==> src/ubu_pkg.sv <==
package ubu_pkg;

  localparam int CELL_BYTES = 53;
  localparam int FIFO_DEPTH = 2;
  localparam int UTOPIA_DIV = 16;
  localparam int BYTE_CYCLES = 16;
  localparam int CLK_MHZ = 250;

  // address map: high byte selects the range, low byte the register
  localparam logic [7:0] PAGE_BRIDGE = 8'h00;
  localparam logic [7:0] PAGE_MGMT = 8'h01;
  localparam logic [7:0] OFF_CTRL = 8'h00;
  localparam logic [7:0] OFF_CMD_ADDR = 8'h01;
  localparam logic [7:0] OFF_CMD_DATA = 8'h02;
  localparam logic [7:0] OFF_CMD = 8'h03;
  localparam logic [7:0] OFF_RESULT = 8'h04;
  localparam logic [7:0] OFF_STATUS = 8'h05;
  localparam logic [7:0] OFF_MASK = 8'h06;

  localparam int CTRL_EN = 0;
  localparam int CMD_RD = 0;
  localparam int CMD_WR = 1;
  localparam int ST_RD_DONE = 0;
  localparam int ST_WR_DONE = 1;
  localparam int ST_RX_CELL = 2;
  localparam int ST_TX_CELL = 3;
  localparam int ST_RX_OVF = 4;
  localparam int ST_BUSY = 5;
  localparam int ST_W = 5;
  localparam logic [7:0] CTRL_RST = 8'h00;
  localparam logic [ST_W-1:0] MASK_RST = 5'h00;

  // phases of one USB controller byte access
  localparam logic [3:0] PH_AWR_LO = 4'h1;
  localparam logic [3:0] PH_AWR_HI = 4'h3;
  localparam logic [3:0] PH_DATA = 4'h5;
  localparam logic [3:0] PH_STB_LO = 4'h6;
  localparam logic [3:0] PH_STB_HI = 4'hA;
  localparam logic [3:0] PH_SAMPLE = 4'hB;
  localparam logic [3:0] PH_LAST = 4'(BYTE_CYCLES - 1);

  typedef struct packed {
    logic soc;
    logic [7:0] data;
  } ubu_ent_t;

  typedef struct packed {
    logic cs_n;
    logic rd_n;
    logic wr_n;
    logic a0;
    logic ctl_oe;
    logic d_oe;
    logic [7:0] d_o;
  } ubu_usb_t;

  typedef enum logic [1:0] {
    US_IDLE = 2'b00,
    US_RX = 2'b01,
    US_TX = 2'b10,
    US_MCU = 2'b11
  } ubu_us_t;

  typedef enum logic [1:0] {
    UR_POLL = 2'b00,
    UR_WAIT = 2'b01,
    UR_XFER = 2'b10
  } ubu_ur_t;

  typedef enum logic [1:0] {
    UT_POLL = 2'b00,
    UT_WAIT = 2'b01,
    UT_FILL = 2'b10,
    UT_XFER = 2'b11
  } ubu_ut_t;

endpackage

==> src/ubu_ififo.sv <==
`timescale 1ns/1ps
`default_nettype none
module ubu_ififo #(
  parameter int DEPTH = ubu_pkg::FIFO_DEPTH
) (
  input wire logic mclk,
  input wire logic arst_n,
  input wire logic push,
  input wire ubu_pkg::ubu_ent_t din,
  input wire logic pop,
  output ubu_pkg::ubu_ent_t dout,
  output logic full,
  output logic empty
);
  localparam int AW = (DEPTH > 1) ? $clog2(DEPTH) : 1;
  localparam int CW = $clog2(DEPTH + 1);

  ubu_pkg::ubu_ent_t mem_q [DEPTH];
  logic [AW-1:0] wp_q;
  logic [AW-1:0] rp_q;
  logic [CW-1:0] cnt_q;
  logic do_push;
  logic do_pop;

  assign full = (cnt_q == CW'(DEPTH));
  assign empty = (cnt_q == '0);
  assign do_push = push && !full;
  assign do_pop = pop && !empty;
  assign dout = mem_q[rp_q];

  always_ff @(posedge mclk) begin
    if (do_push) begin
      mem_q[wp_q] <= din;
    end
  end

  always_ff @(posedge mclk or negedge arst_n) begin
    if (!arst_n) begin
      wp_q <= '0;
      rp_q <= '0;
      cnt_q <= '0;
    end else begin
      if (do_push) begin
        wp_q <= (wp_q == AW'(DEPTH - 1)) ? '0 : wp_q + 1'b1;
      end
      if (do_pop) begin
        rp_q <= (rp_q == AW'(DEPTH - 1)) ? '0 : rp_q + 1'b1;
      end
      cnt_q <= cnt_q + CW'(do_push) - CW'(do_pop);
    end
  end
endmodule
`default_nettype wire

==> src/ubu_bridge.sv <==
`timescale 1ns/1ps
`default_nettype none
module ubu_bridge #(
  parameter int CELL_BYTES = ubu_pkg::CELL_BYTES,
  parameter logic [7:0] RX_EP_REG = 8'h20, // arbitrary endpoint register codes
  parameter logic [7:0] TX_EP_REG = 8'h21
) (
  input wire logic mclk,
  input wire logic arst_n,
  input wire logic [15:0] reg_addr,
  input wire logic [7:0] reg_wdata,
  input wire logic reg_wr,
  input wire logic reg_rd,
  output logic [7:0] reg_rdata,
  output logic irq,
  output ubu_pkg::ubu_usb_t usb_bus,
  input wire logic [7:0] usb_d_i,
  output logic utopia_receive_clock,
  input wire logic rx_clav,
  output logic rx_enb_n,
  input wire logic [7:0] rx_data,
  input wire logic rx_soc,
  output logic utopia_transmit_clock,
  input wire logic tx_clav,
  output logic tx_enb_n,
  output logic [7:0] tx_data,
  output logic tx_soc,
  output logic modem_management_port_sel,
  output logic modem_management_port_we,
  output logic [7:0] modem_management_port_addr,
  output logic [7:0] modem_management_port_wdata,
  input wire logic [7:0] modem_management_port_rdata
);
  localparam int DW = $clog2(ubu_pkg::UTOPIA_DIV);
  localparam int CNW = $clog2(CELL_BYTES + 1);
  localparam logic [CNW-1:0] LAST_BYTE = CNW'(CELL_BYTES - 1);
  localparam logic [CNW-1:0] ALL_BYTES = CNW'(CELL_BYTES);

  function automatic logic in_page(input logic [15:0] a, input logic [7:0] p);
    in_page = (a[15:8] == p);
  endfunction

  // ------------------------------------------------------------
  // utopia clock divider
  // ------------------------------------------------------------
  logic [DW-1:0] div_q;
  logic tick;
  logic uclk_q;
  assign tick = (div_q == DW'(ubu_pkg::UTOPIA_DIV - 1));

  always_ff @(posedge mclk or negedge arst_n) begin
    if (!arst_n) begin
      // start at the end of a period so the first high phase is full length
      div_q <= DW'(ubu_pkg::UTOPIA_DIV - 1);
      uclk_q <= 1'b0;
    end else begin
      div_q <= div_q + 1'b1;
      uclk_q <= tick || (div_q < DW'(ubu_pkg::UTOPIA_DIV / 2 - 1));
    end
  end
  assign utopia_receive_clock = uclk_q;
  assign utopia_transmit_clock = uclk_q;

  // ------------------------------------------------------------
  // registers
  // ------------------------------------------------------------
  logic [7:0] ctrl_q;
  logic [7:0] cmd_addr_q;
  logic [7:0] cmd_data_q;
  logic [7:0] result_q;
  logic [ubu_pkg::ST_W-1:0] status_q;
  logic [ubu_pkg::ST_W-1:0] mask_q;
  logic [ubu_pkg::ST_W-1:0] ev;
  logic [7:0] rdata_q;
  logic irq_q;
  logic mcu_pend_q;
  logic mcu_rd_q;
  logic en;
  logic br_wr;
  logic br_rd;
  assign en = ctrl_q[ubu_pkg::CTRL_EN];
  assign br_wr = reg_wr && in_page(reg_addr, ubu_pkg::PAGE_BRIDGE);
  assign br_rd = reg_rd && in_page(reg_addr, ubu_pkg::PAGE_BRIDGE);

  logic [7:0] mg_addr_q;
  logic [7:0] mg_wdata_q;
  logic mg_sel_q;
  logic mg_we_q;

  // the address is held so the management port sees it after the strobe
  always_ff @(posedge mclk or negedge arst_n) begin
    if (!arst_n) begin
      mg_addr_q <= 8'h00;
      mg_wdata_q <= 8'h00;
      mg_sel_q <= 1'b0;
      mg_we_q <= 1'b0;
    end else begin
      mg_sel_q <= (reg_wr || reg_rd) && in_page(reg_addr, ubu_pkg::PAGE_MGMT);
      if ((reg_wr || reg_rd) && in_page(reg_addr, ubu_pkg::PAGE_MGMT)) begin
        mg_addr_q <= reg_addr[7:0];
        mg_we_q <= reg_wr;
        if (reg_wr) begin
          mg_wdata_q <= reg_wdata;
        end
      end
    end
  end

  always_ff @(posedge mclk or negedge arst_n) begin
    if (!arst_n) begin
      ctrl_q <= ubu_pkg::CTRL_RST;
      cmd_addr_q <= 8'h00;
      cmd_data_q <= 8'h00;
      mask_q <= ubu_pkg::MASK_RST;
    end else if (br_wr) begin
      unique case (reg_addr[7:0])
        ubu_pkg::OFF_CTRL: ctrl_q <= reg_wdata;
        ubu_pkg::OFF_CMD_ADDR: cmd_addr_q <= reg_wdata;
        ubu_pkg::OFF_CMD_DATA: cmd_data_q <= reg_wdata;
        ubu_pkg::OFF_MASK: mask_q <= reg_wdata[ubu_pkg::ST_W-1:0];
        default: ;
      endcase
    end
  end

  // events win over a write-one-to-clear in the same cycle
  always_ff @(posedge mclk or negedge arst_n) begin
    if (!arst_n) begin
      status_q <= '0;
      irq_q <= 1'b0;
    end else begin
      if (br_wr && reg_addr[7:0] == ubu_pkg::OFF_STATUS) begin
        status_q <= (status_q & ~reg_wdata[ubu_pkg::ST_W-1:0]) | ev;
      end else begin
        status_q <= status_q | ev;
      end
      irq_q <= |((status_q | ev) & mask_q);
    end
  end

  always_ff @(posedge mclk or negedge arst_n) begin
    if (!arst_n) begin
      rdata_q <= 8'h00;
    end else if (reg_rd) begin
      rdata_q <= 8'h00;
      if (in_page(reg_addr, ubu_pkg::PAGE_MGMT)) begin
        rdata_q <= modem_management_port_rdata;
      end else if (br_rd) begin
        unique case (reg_addr[7:0])
          ubu_pkg::OFF_CTRL: rdata_q <= ctrl_q;
          ubu_pkg::OFF_CMD_ADDR: rdata_q <= cmd_addr_q;
          ubu_pkg::OFF_CMD_DATA: rdata_q <= cmd_data_q;
          ubu_pkg::OFF_RESULT: rdata_q <= result_q;
          ubu_pkg::OFF_STATUS: rdata_q <= {2'b00, mcu_pend_q, status_q};
          ubu_pkg::OFF_MASK: rdata_q <= {3'b000, mask_q};
          default: rdata_q <= 8'h00;
        endcase
      end
    end
  end

  // ------------------------------------------------------------
  // interface fifos
  // ------------------------------------------------------------
  ubu_pkg::ubu_ent_t rxf_din, rxf_dout, txf_din, txf_dout;
  logic rxf_push, rxf_pop, rxf_full, rxf_empty;
  logic txf_push, txf_pop, txf_full, txf_empty;

  ubu_ififo u_rxf (
    .mclk(mclk), .arst_n(arst_n), .push(rxf_push), .din(rxf_din), .pop(rxf_pop),
    .dout(rxf_dout), .full(rxf_full), .empty(rxf_empty)
  );
  ubu_ififo u_txf (
    .mclk(mclk), .arst_n(arst_n), .push(txf_push), .din(txf_din), .pop(txf_pop),
    .dout(txf_dout), .full(txf_full), .empty(txf_empty)
  );

  // ------------------------------------------------------------
  // utopia receive
  // ------------------------------------------------------------
  ubu_pkg::ubu_ur_t ur_q;
  logic [CNW-1:0] ur_cnt_q;
  logic rx_req_q;
  logic rx_ack_q;
  logic rx_enb_q;

  // no per-byte handshake on the PHY: a full fifo here means a lost byte
  assign rxf_push = tick && ur_q == ubu_pkg::UR_XFER && !rxf_full;
  assign rxf_din = '{soc: rx_soc, data: rx_data};

  always_ff @(posedge mclk or negedge arst_n) begin
    if (!arst_n) begin
      ur_q <= ubu_pkg::UR_POLL;
      ur_cnt_q <= '0;
      rx_req_q <= 1'b0;
      rx_enb_q <= 1'b1;
    end else if (tick) begin
      unique case (ur_q)
        ubu_pkg::UR_POLL: begin
          if (en && rx_clav) begin
            rx_req_q <= 1'b1;
            ur_q <= ubu_pkg::UR_WAIT;
          end
        end
        ubu_pkg::UR_WAIT: begin
          if (rx_ack_q) begin
            rx_req_q <= 1'b0;
            rx_enb_q <= 1'b0;
            ur_cnt_q <= '0;
            ur_q <= ubu_pkg::UR_XFER;
          end
        end
        ubu_pkg::UR_XFER: begin
          ur_cnt_q <= ur_cnt_q + 1'b1;
          if (ur_cnt_q == LAST_BYTE) begin
            rx_enb_q <= 1'b1;
            ur_q <= ubu_pkg::UR_POLL;
          end
        end
        default: ur_q <= ubu_pkg::UR_POLL;
      endcase
    end
  end
  assign rx_enb_n = rx_enb_q;

  // ------------------------------------------------------------
  // utopia transmit
  // ------------------------------------------------------------
  ubu_pkg::ubu_ut_t ut_q;
  logic [CNW-1:0] ut_cnt_q;
  logic tx_req_q;
  logic tx_ack_q;
  logic tx_enb_q;
  logic [7:0] tx_data_q;
  logic tx_soc_q;
  logic tx_done;

  assign txf_pop = tick && ut_q == ubu_pkg::UT_XFER && !txf_empty;
  assign tx_done = txf_pop && ut_cnt_q == LAST_BYTE;

  always_ff @(posedge mclk or negedge arst_n) begin
    if (!arst_n) begin
      ut_q <= ubu_pkg::UT_POLL;
      ut_cnt_q <= '0;
      tx_req_q <= 1'b0;
      tx_enb_q <= 1'b1;
      tx_data_q <= 8'h00;
      tx_soc_q <= 1'b0;
    end else if (tick) begin
      tx_enb_q <= !txf_pop;
      if (txf_pop) begin
        tx_data_q <= txf_dout.data;
        tx_soc_q <= txf_dout.soc;
      end
      unique case (ut_q)
        ubu_pkg::UT_POLL: begin
          if (en && tx_clav) begin
            tx_req_q <= 1'b1;
            ut_q <= ubu_pkg::UT_WAIT;
          end
        end
        ubu_pkg::UT_WAIT: begin
          if (tx_ack_q) begin
            tx_req_q <= 1'b0;
            ut_q <= ubu_pkg::UT_FILL;
          end
        end
        ubu_pkg::UT_FILL: begin
          if (txf_full) begin
            ut_cnt_q <= '0;
            ut_q <= ubu_pkg::UT_XFER;
          end
        end
        ubu_pkg::UT_XFER: begin
          if (txf_pop) begin
            ut_cnt_q <= ut_cnt_q + 1'b1;
          end
          if (tx_done) begin
            ut_q <= ubu_pkg::UT_POLL;
          end
        end
      endcase
    end
  end
  assign tx_enb_n = tx_enb_q;
  assign tx_data = tx_data_q;
  assign tx_soc = tx_soc_q;

  // ------------------------------------------------------------
  // usb controller bus
  // ------------------------------------------------------------
  ubu_pkg::ubu_us_t us_q;
  ubu_pkg::ubu_usb_t pins_q;
  logic [CNW-1:0] us_cnt_q;
  logic act_q;
  logic [3:0] ph_q;
  logic op_rd_q;
  logic [7:0] op_addr_q;
  logic [7:0] op_data_q;
  logic done;
  logic start;
  logic last;
  logic st_rd;
  logic [7:0] st_addr;
  logic [7:0] st_data;
  logic in_stb;

  assign done = act_q && ph_q == ubu_pkg::PH_LAST;
  assign last = done && us_cnt_q == ((us_q == ubu_pkg::US_MCU) ? CNW'(1) : ALL_BYTES);

  // on receive a new byte may start on the closing cycle of the previous one, so
  // received cell bytes flow at exactly one per utopia clock
  always_comb begin
    start = 1'b0;
    st_rd = 1'b0;
    st_addr = RX_EP_REG;
    st_data = rxf_dout.data;
    unique case (us_q)
      ubu_pkg::US_RX: begin
        start = (!act_q || done) && !rxf_empty && us_cnt_q != ALL_BYTES;
      end
      ubu_pkg::US_TX: begin
        start = !act_q && !txf_full && us_cnt_q != ALL_BYTES;
        st_rd = 1'b1;
        st_addr = TX_EP_REG;
      end
      ubu_pkg::US_MCU: begin
        start = !act_q && us_cnt_q == '0;
        st_rd = mcu_rd_q;
        st_addr = cmd_addr_q;
        st_data = cmd_data_q;
      end
      default: start = 1'b0;
    endcase
  end
  assign rxf_pop = start && us_q == ubu_pkg::US_RX;
  assign txf_push = done && us_q == ubu_pkg::US_TX;
  assign txf_din = '{soc: (us_cnt_q == CNW'(1)), data: op_data_q};

  always_ff @(posedge mclk or negedge arst_n) begin
    if (!arst_n) begin
      us_q <= ubu_pkg::US_IDLE;
      us_cnt_q <= '0;
      rx_ack_q <= 1'b0;
      tx_ack_q <= 1'b0;
    end else begin
      if (!rx_req_q) begin
        rx_ack_q <= 1'b0;
      end
      if (!tx_req_q) begin
        tx_ack_q <= 1'b0;
      end
      if (start) begin
        us_cnt_q <= us_cnt_q + 1'b1;
      end
      unique case (us_q)
        ubu_pkg::US_IDLE: begin
          us_cnt_q <= '0;
          if (en && rx_req_q) begin
            rx_ack_q <= 1'b1;
            us_q <= ubu_pkg::US_RX;
          end else if (en && tx_req_q) begin
            tx_ack_q <= 1'b1;
            us_q <= ubu_pkg::US_TX;
          end else if (en && mcu_pend_q) begin
            us_q <= ubu_pkg::US_MCU;
          end
        end
        default: begin
          if (last) begin
            us_q <= ubu_pkg::US_IDLE;
          end
        end
      endcase
    end
  end

  always_ff @(posedge mclk or negedge arst_n) begin
    if (!arst_n) begin
      act_q <= 1'b0;
      ph_q <= 4'h0;
      op_rd_q <= 1'b0;
      op_addr_q <= 8'h00;
      op_data_q <= 8'h00;
    end else if (start) begin
      act_q <= 1'b1;
      ph_q <= 4'h0;
      op_rd_q <= st_rd;
      op_addr_q <= st_addr;
      op_data_q <= st_data;
    end else begin
      if (done) begin
        act_q <= 1'b0;
      end
      if (act_q) begin
        ph_q <= ph_q + 1'b1;
      end
      if (act_q && op_rd_q && ph_q == ubu_pkg::PH_SAMPLE) begin
        op_data_q <= usb_d_i;
      end
    end
  end

  assign in_stb = ph_q >= ubu_pkg::PH_STB_LO && ph_q <= ubu_pkg::PH_STB_HI;

  // while disabled every enable stays low so the controller's pins float
  always_ff @(posedge mclk or negedge arst_n) begin
    if (!arst_n) begin
      pins_q <= '{cs_n: 1'b1, rd_n: 1'b1, wr_n: 1'b1, a0: 1'b0, ctl_oe: 1'b0,
                  d_oe: 1'b0, d_o: 8'h00};
    end else begin
      pins_q.ctl_oe <= en;
      pins_q.d_oe <= en && act_q && (ph_q < ubu_pkg::PH_DATA || !op_rd_q);
      pins_q.cs_n <= !act_q;
      pins_q.a0 <= act_q && ph_q < ubu_pkg::PH_DATA;
      pins_q.d_o <= (ph_q < ubu_pkg::PH_DATA) ? op_addr_q : op_data_q;
      pins_q.wr_n <= !(act_q && ((ph_q >= ubu_pkg::PH_AWR_LO && ph_q <= ubu_pkg::PH_AWR_HI)
                     || (!op_rd_q && in_stb)));
      pins_q.rd_n <= !(act_q && op_rd_q && in_stb);
    end
  end

  // ------------------------------------------------------------
  // microcontroller command and result
  // ------------------------------------------------------------
  logic mcu_fin;
  assign mcu_fin = done && us_q == ubu_pkg::US_MCU;

  // a command written while one is pending is dropped; software polls busy
  always_ff @(posedge mclk or negedge arst_n) begin
    if (!arst_n) begin
      mcu_pend_q <= 1'b0;
      mcu_rd_q <= 1'b0;
      result_q <= 8'h00;
    end else begin
      if (mcu_fin) begin
        mcu_pend_q <= 1'b0;
        if (op_rd_q) begin
          result_q <= op_data_q;
        end
      end else if (!mcu_pend_q && br_wr && reg_addr[7:0] == ubu_pkg::OFF_CMD) begin
        if (reg_wdata[ubu_pkg::CMD_RD] || reg_wdata[ubu_pkg::CMD_WR]) begin
          mcu_pend_q <= 1'b1;
          mcu_rd_q <= reg_wdata[ubu_pkg::CMD_RD];
        end
      end
    end
  end

  always_comb begin
    ev = '0;
    ev[ubu_pkg::ST_RD_DONE] = mcu_fin && op_rd_q;
    ev[ubu_pkg::ST_WR_DONE] = mcu_fin && !op_rd_q;
    ev[ubu_pkg::ST_RX_CELL] = last && us_q == ubu_pkg::US_RX;
    ev[ubu_pkg::ST_TX_CELL] = tick && tx_done;
    ev[ubu_pkg::ST_RX_OVF] = tick && ur_q == ubu_pkg::UR_XFER && rxf_full;
  end

  assign reg_rdata = rdata_q;
  assign irq = irq_q;
  assign usb_bus = pins_q;
  assign modem_management_port_sel = mg_sel_q;
  assign modem_management_port_we = mg_we_q;
  assign modem_management_port_addr = mg_addr_q;
  assign modem_management_port_wdata = mg_wdata_q;
endmodule
`default_nettype wire

==> config.mk <==
export PLATFORM = sky130hd
export DESIGN_NAME = ubu_bridge
export DESIGN_NICKNAME = d
export VERILOG_FILES = /design/src/ubu_pkg.sv /design/src/ubu_ififo.sv /design/src/ubu_bridge.sv
export SDC_FILE = /design/constraint.sdc
export NUM_CORES = 1
export LEC_CHECK = 0
export BUFFER_PORTS_ARGS = -buffer_cell sky130_fd_sc_hd__buf_2
export CAP_MARGIN = 40
export CORE_UTILIZATION = 30
export CTS_CLUSTER_DIAMETER = 100
export CTS_CLUSTER_SIZE = 16
export DETAILED_ROUTE_END_ITERATION = 8
export GPL_TIMING_DRIVEN = 0
export PLACE_DENSITY_LB_ADDON = 0.08
export RECOVER_POWER = 100
export SYNTH_ARGS = -nofsm -noshare
export SYNTH_HDL_FRONTEND = slang
export SYNTH_SLANG_ARGS = --single-unit
export TNS_END_PERCENT = 10
==> constraint.sdc <==
create_clock -name mclk -period 3.1 [get_ports mclk]
set_clock_uncertainty 0.15 [all_clocks]
set_input_delay 0.62 -clock mclk [delete_from_list [all_inputs] [get_ports mclk]]
set_output_delay 0.62 -clock mclk [all_outputs]
set_load 0.01 [all_outputs]
After elaboration in Yosys (flattened, before gate mapping):

Memory sizes are Yosys's and may differ from the RTL's. A register that Yosys moved wholly into a read port is not among the register bits.
Cells that the tools add are included.
W data, S select, Z words.

* bits in registers: 150
* bits in writable memories: 36
* output and inout bits: 54
* logic and storage cells: 269
* memories: 2

* add/sub/neg operators: 13
* $lt $le $gt $ge: 6
* equal/unequal tests: 34
* mux-type cells: 63
* bitwise operators: 6
* reduce and logical (&&, ||, !) cells: 99

Memory list
* u_rxf.mem_q: words 2, width 9, rd ports 1, clocked after Yosys merged registers in 0, write ports 1, RTL line ubu_ififo.sv:18 `ubu_pkg::ubu_ent_t mem_q [DEPTH];`
* u_txf.mem_q: words 2, width 9, rd ports 1, clocked after Yosys merged registers in 1, write ports 1, RTL line ubu_ififo.sv:18

Operators by type and width (count)
* $mux W8: 6
* $pmux W8 S6: 1
* $logic_and A1 B1 Y1: 45
* $mux W6: 6
* $mux W1: 25
* $eq A8 B3 Y1 const B: 3
* $mux W2: 12
* $pmux W6 S2: 2
* $reduce_bool A2 Y1: 11
* $reduce_and A4 Y1: 5
* $add A6 B1 Y6 const B: 3
* $reduce_and A2 Y1: 9
* $eq A8 B1 Y1 const B: 2
* $eq A8 B2 Y1 const B: 2
* $logic_not A8 Y1: 2
* $pmux W8 S2: 1
* $eq A2 B2 Y1 const B: 7
* $ne A2 B2 Y1 const B: 7
* $eq A4 B4 Y1 const B: 3
* $eq A6 B6 Y1 const B: 2
* $logic_not A1 Y1: 11
* $and A5 B5 Y5: 2
* $logic_not A2 Y1: 5
* $or A5 B5 Y5: 2
* 28 further kinds: 47

Depth between registers and ports, before layout:

* word-level depth: 9
* gate-level depth with buffers: 11

Hierarchy:

From an unflattened synthesis, not the netlist that was laid out.

* cell total of the unflattened synthesis: 720
* area, all modules: 9056.2 um^2

Modules (own cells, without submodules)
* ubu_bridge: times used 1, cells an instance 628, area an instance 7357.1 um^2, sequential area each 3789.9 um^2
* ubu_ififo: times used 2, cells an instance 46, area an instance 849.6 um^2, sequential area each 640.6 um^2

Worst setup path before layout:

Ideal clock, no wire load.

* path type: reg2reg
* from: reg div_q[0]
* to: mem u_rxf.mem_q[0][0] in the netlist's numbering (enable)
* arrival time: 2.141 ns
* data required time: 2.567 ns
* slack: 0.425 ns
* stages on the path, launching flop included: 5
* cell sequence: dfstp_2 > ha_1 > nand3_1 > or3b_2 > nor3_1

* word-level cells in the longest chain between the ends: 6

Ends and longest elaborated chain
* from (decl): RTL line ubu_bridge.sv:46 `logic [DW-1:0] div_q;`
* from (signal assigned): RTL line ubu_bridge.sv:54 `div_q <= DW'(ubu_pkg::UTOPIA_DIV - 1);`
* from (signal assigned): RTL line ubu_bridge.sv:57 `div_q <= div_q + 1'b1;`
* $eq A4 B4 Y1: RTL line ubu_bridge.sv:49 `assign tick = (div_q == DW'(ubu_pkg::UTOPIA_DIV - 1));`
* $logic_and A1 B1 Y1 (2 in a row): RTL line ubu_bridge.sv:188 `assign rxf_push = tick && ur_q == ubu_pkg::UR_XFER && !rxf_full;`
* $logic_and A1 B1 Y1: RTL line ubu_ififo.sv:27 `assign do_push = push && !full;`
* $mux W1: RTL line ubu_ififo.sv:32 `if (do_push) begin`
* $mux W1 (implied by the code): RTL line ubu_ififo.sv:33 `mem_q[wp_q] <= din;`
* to (decl): RTL line ubu_ififo.sv:18

No other way between the ends.

Final worst setup path:

* from: reg div_q[0]
* to: mem u_rxf.mem_q[0][1] in the netlist's numbering (enable)

Same word-level chain as after synthesis.

==> reports/results.tsv <==
metric	value	unit
status	finished, violations left	
failing checks	max-capacitance violations, max-slew violations	
Hold Path Class	input pin to register	
Worst-path clk slew	0.09	ns
Die Wd	173	µm
Critical-path top delay cell	or3b_2	
family with the most delay on the worst path	simple AND/OR/NAND/NOR gates	
Hold Buf Count CTS	0	
GP Congestion	0.723	
port buffer count	106	
met3 usage	2.90	%
Ports	109	
share of layout cells above drive strength 1	18.7	%
via count	5963	
unrepaired setup endpoints after global routing	false	
Num CTS Buffers	17	
Least-Margin Pin Slew	2.27	ns
Power Dens Cells	486	nW/µm²
met2 Usage GRT	23.7	%
row count	62	
Post-Place Setup Slack	-0.151	ns
pins over their slew limit	98	
initial antenna violation count	1	
Overflow after GRT	0	
die area	29900	µm²
DR DRC count	0	
die height	173	µm
async set-reset flop share out of synthesis	82.4	%
Bufs on Longest Clock Path	2	
Synth Flop Type	dfrtp_1	
commonest non-fill, non-tap cell in the layout	dfrtp_1	
drt pass-1 iters	4	
synthesized net count	819	
Tot GR Track Use	15.3	%
synth unique cells	62	
Worst-Skew Late Latency	0.44	ns
Avg Synthesized Cell Area	11.9	µm²
register area share after synthesis	57.2	%
Synth warnings	0	
cells along the critical path	ha_1, nand3_2, or3b_2, nor3_2, clkbuf_1	
Power Total	5.02	mW
Initial Util	30.5	%
first-pass GRT wire length	35500	µm
vias per cell	4.71	
finished layout cell area	10300	µm²
FF-to-FF setup slack	0.24	ns
Max FO, Critical Path	10	
DRT iter0 DRCs	310	
most frequent cells in the layout	150 x dfrtp_1, 89 x clkbuf_1, 60 x nand2_1	
pin count of the biggest net entering global routing	98	
worst endpoint data arrival time	2.82	ns
WL/cell	17.4	µm
ant diodes	0	
Post-Syn Instances	739	
NumNets Final	948	
vias in the first global route	6098	
ANT nets after route	0	
clock tree sinks	193	
core area	28700	µm²
final hold violation count	0	
Final Util	35.9	%
Worst slew margin	-51.2	%
Post-synth EDFFs	34	
Placed Area	9830	µm²
Setup crit end kind	register	
WP buf/inv	1	
min cycle time layout	2.86	ns
VDD IR-drop max	285	µV
CP peak stage delay	0.65	ns
CTS tree	done	
Max Clk Rate	0.349	GHz
gr busiest metal	met2	
Yosys reg bits	193	
CP Launch Type	register	
H-tree depth	4	
fin worst setup slack	0.237	ns
Routed WL	22000	µm
Fillers	2922	
CTS Root Cell	clkbuf_16	
FF-to-FF Start	div_q[0]$_DFF_PN1_	
max cap viols	1	
crit path launch	div_q[0]$_DFF_PN1_	
Layout area overhead	17.7	%
DP HPWL	16200	µm
Lkg Pwr	4.43	nW
worst path required time	3.06	ns
Tcrit/Tclk final	92.3	%
met1 usage in global routing	22.0	%
mapped cell area	8760	µm²
Setup Viol. Count Final	0	
min-delay src	rx_data[7]	
Setup CP Type	register to register	
report_power, final:
group | switching (mW) | leakage (nW) | internal (mW) | total [mW]
Combinational | 0.113 | 1.69 | 0.0553 | 0.168
Sequential | 0.00895 | 2.45 | 2.59 | 2.60
Clock | 1.15 | 0.294 | 1.10 | 2.25
cells by family after synthesis:
group | after synthesis | share of synthesized area, %
compound gates | 129 | 9.40
xor+xnor | 20 | 2.00
fa+ha+maj | 25 | 3.57
buf+inv | 69 | 3.06
flops | 193 | 57.2
mux | 99 | 12.9
simple gates | 204 | 11.9
path summary, 6_finish.rpt:
| kind | to | cells past startpoint |
|---|---|---|
| worst min-delay path | u_rxf.mem_q[1][7]$_DFFE_PP_ | 1 |
| worst min register to register | tx_enb_n$_DFFE_PN1N_ | 2 |
| max in group asynchronous | status_q[3]$_DFF_PN0_ | 2 |
| worst max register to register | u_rxf.mem_q[0][1]$_DFFE_PP_ | 5 |
| min in group asynchronous | ut_cnt_q[2]$_DFFE_PN0P_ | 1 |
| worst max-delay path | u_rxf.mem_q[0][1]$_DFFE_PP_ | 5 |
state kept, by name, summed over array words and instances, names as in the netlist, 5 cells and up:
signal and flops:
u_txf.mem_q 18, u_rxf.mem_q 16, usb_bus 14, cmd_addr_q 8, cmd_data_q 8, ctrl_q 8
modem_management_port_addr 8, modem_management_port_wdata 8, op_addr_q 8, op_data_q 8, reg_rdata 8, result_q 8
tx_data 8, ur_cnt_q 6, us_cnt_q 6, ut_cnt_q 6, mask_q 5, status_q 5
layout make-up:
type                       instances  area, µm²  share of cell area (%)
multi-input combinational        477       3460                    33.6
sequential                       193       5010                    48.6
clock buffer                      18        429                    4.16
inverter                          35        131                    1.27
clock inverter                    14        180                    1.75
timing repair buffer             110        482                    4.67
tap                              384        480                    4.66
buffer                            34        135                    1.31
repair_timing:
action | 4_1_cts | 5_1_grt
gates resized for setup | 2 | 3
setup endpoints to repair | 6 | 9
cloned | 0 | 0
setup buffers | 0 | 0
layer usage:
layer  wire length, µm  share of wire [%]  up-vias
met4               201               0.91        2
met5                 8              0.036        -
met2              9900                 45      129
met3               912                4.2       15
met1             11000                 50     2923
li1                  -                  -     2894
stage by stage:
stage | std cells | setup TNS, ns | hold WS (ns)
4_1_cts | 1265 | -0.0255 | 0.0905
5_1_grt | 1265 | 0 | 0.193
2_1_floorplan | 739 | 0 | 0.174
3_3_place_gp | 1229 | -227.11 | 0.286
3_5_place_dp | 1233 | -0.459 | 0.285
6_report | 1265 | 0 | 0.213
worst register-to-register path: stages, from the launching register on:
cell and delay [ns]:
dfstp_1 0.55, ha_1 0.23, nand3_2 0.26, or3b_2 0.65, nor3_2 0.37, clkbuf_1 0.32
cells in the mapped netlist (2+ instances only):
cell type	instances	share of area (%)
a211oi_1	10	0.86
o21ai_0	39	2.2
buf_2	4	0.23
nand3_1	17	0.97
nor2b_1	17	1.2
or4b_1	2	0.23
nor3b_2	2	0.29
nand2_1	60	2.6
and2_1	4	0.29
mux2i_1	31	3.5
mux2_2	63	8.1
o221ai_1	2	0.20
xnor2_1	8	0.80
inv_1	35	1.5
ha_1	25	3.6
mux4_2	5	1.3
o31ai_1	2	0.17
a221oi_1	5	0.50
clkbuf_1	27	1.2
a22oi_1	4	0.34
nand2b_1	4	0.29
or3_1	4	0.29
dfrtp_1	150	43
nor3_1	8	0.46
a31oi_1	5	0.36
xor2_1	12	1.2
a21oi_1	33	1.9
a311o_1	2	0.23
a22o_1	5	0.50
a21o_1	3	0.26
dfstp_2	9	2.7
nor2_1	53	2.3
o21a_1	3	0.26
o32ai_1	6	0.60
nand3b_1	5	0.43
edfxtp_1	34	12
nor4_2	2	0.29
and3_1	4	0.29
nand4_1	11	0.79
buf_1	2	0.086
(Power assumes the default switching activity.)
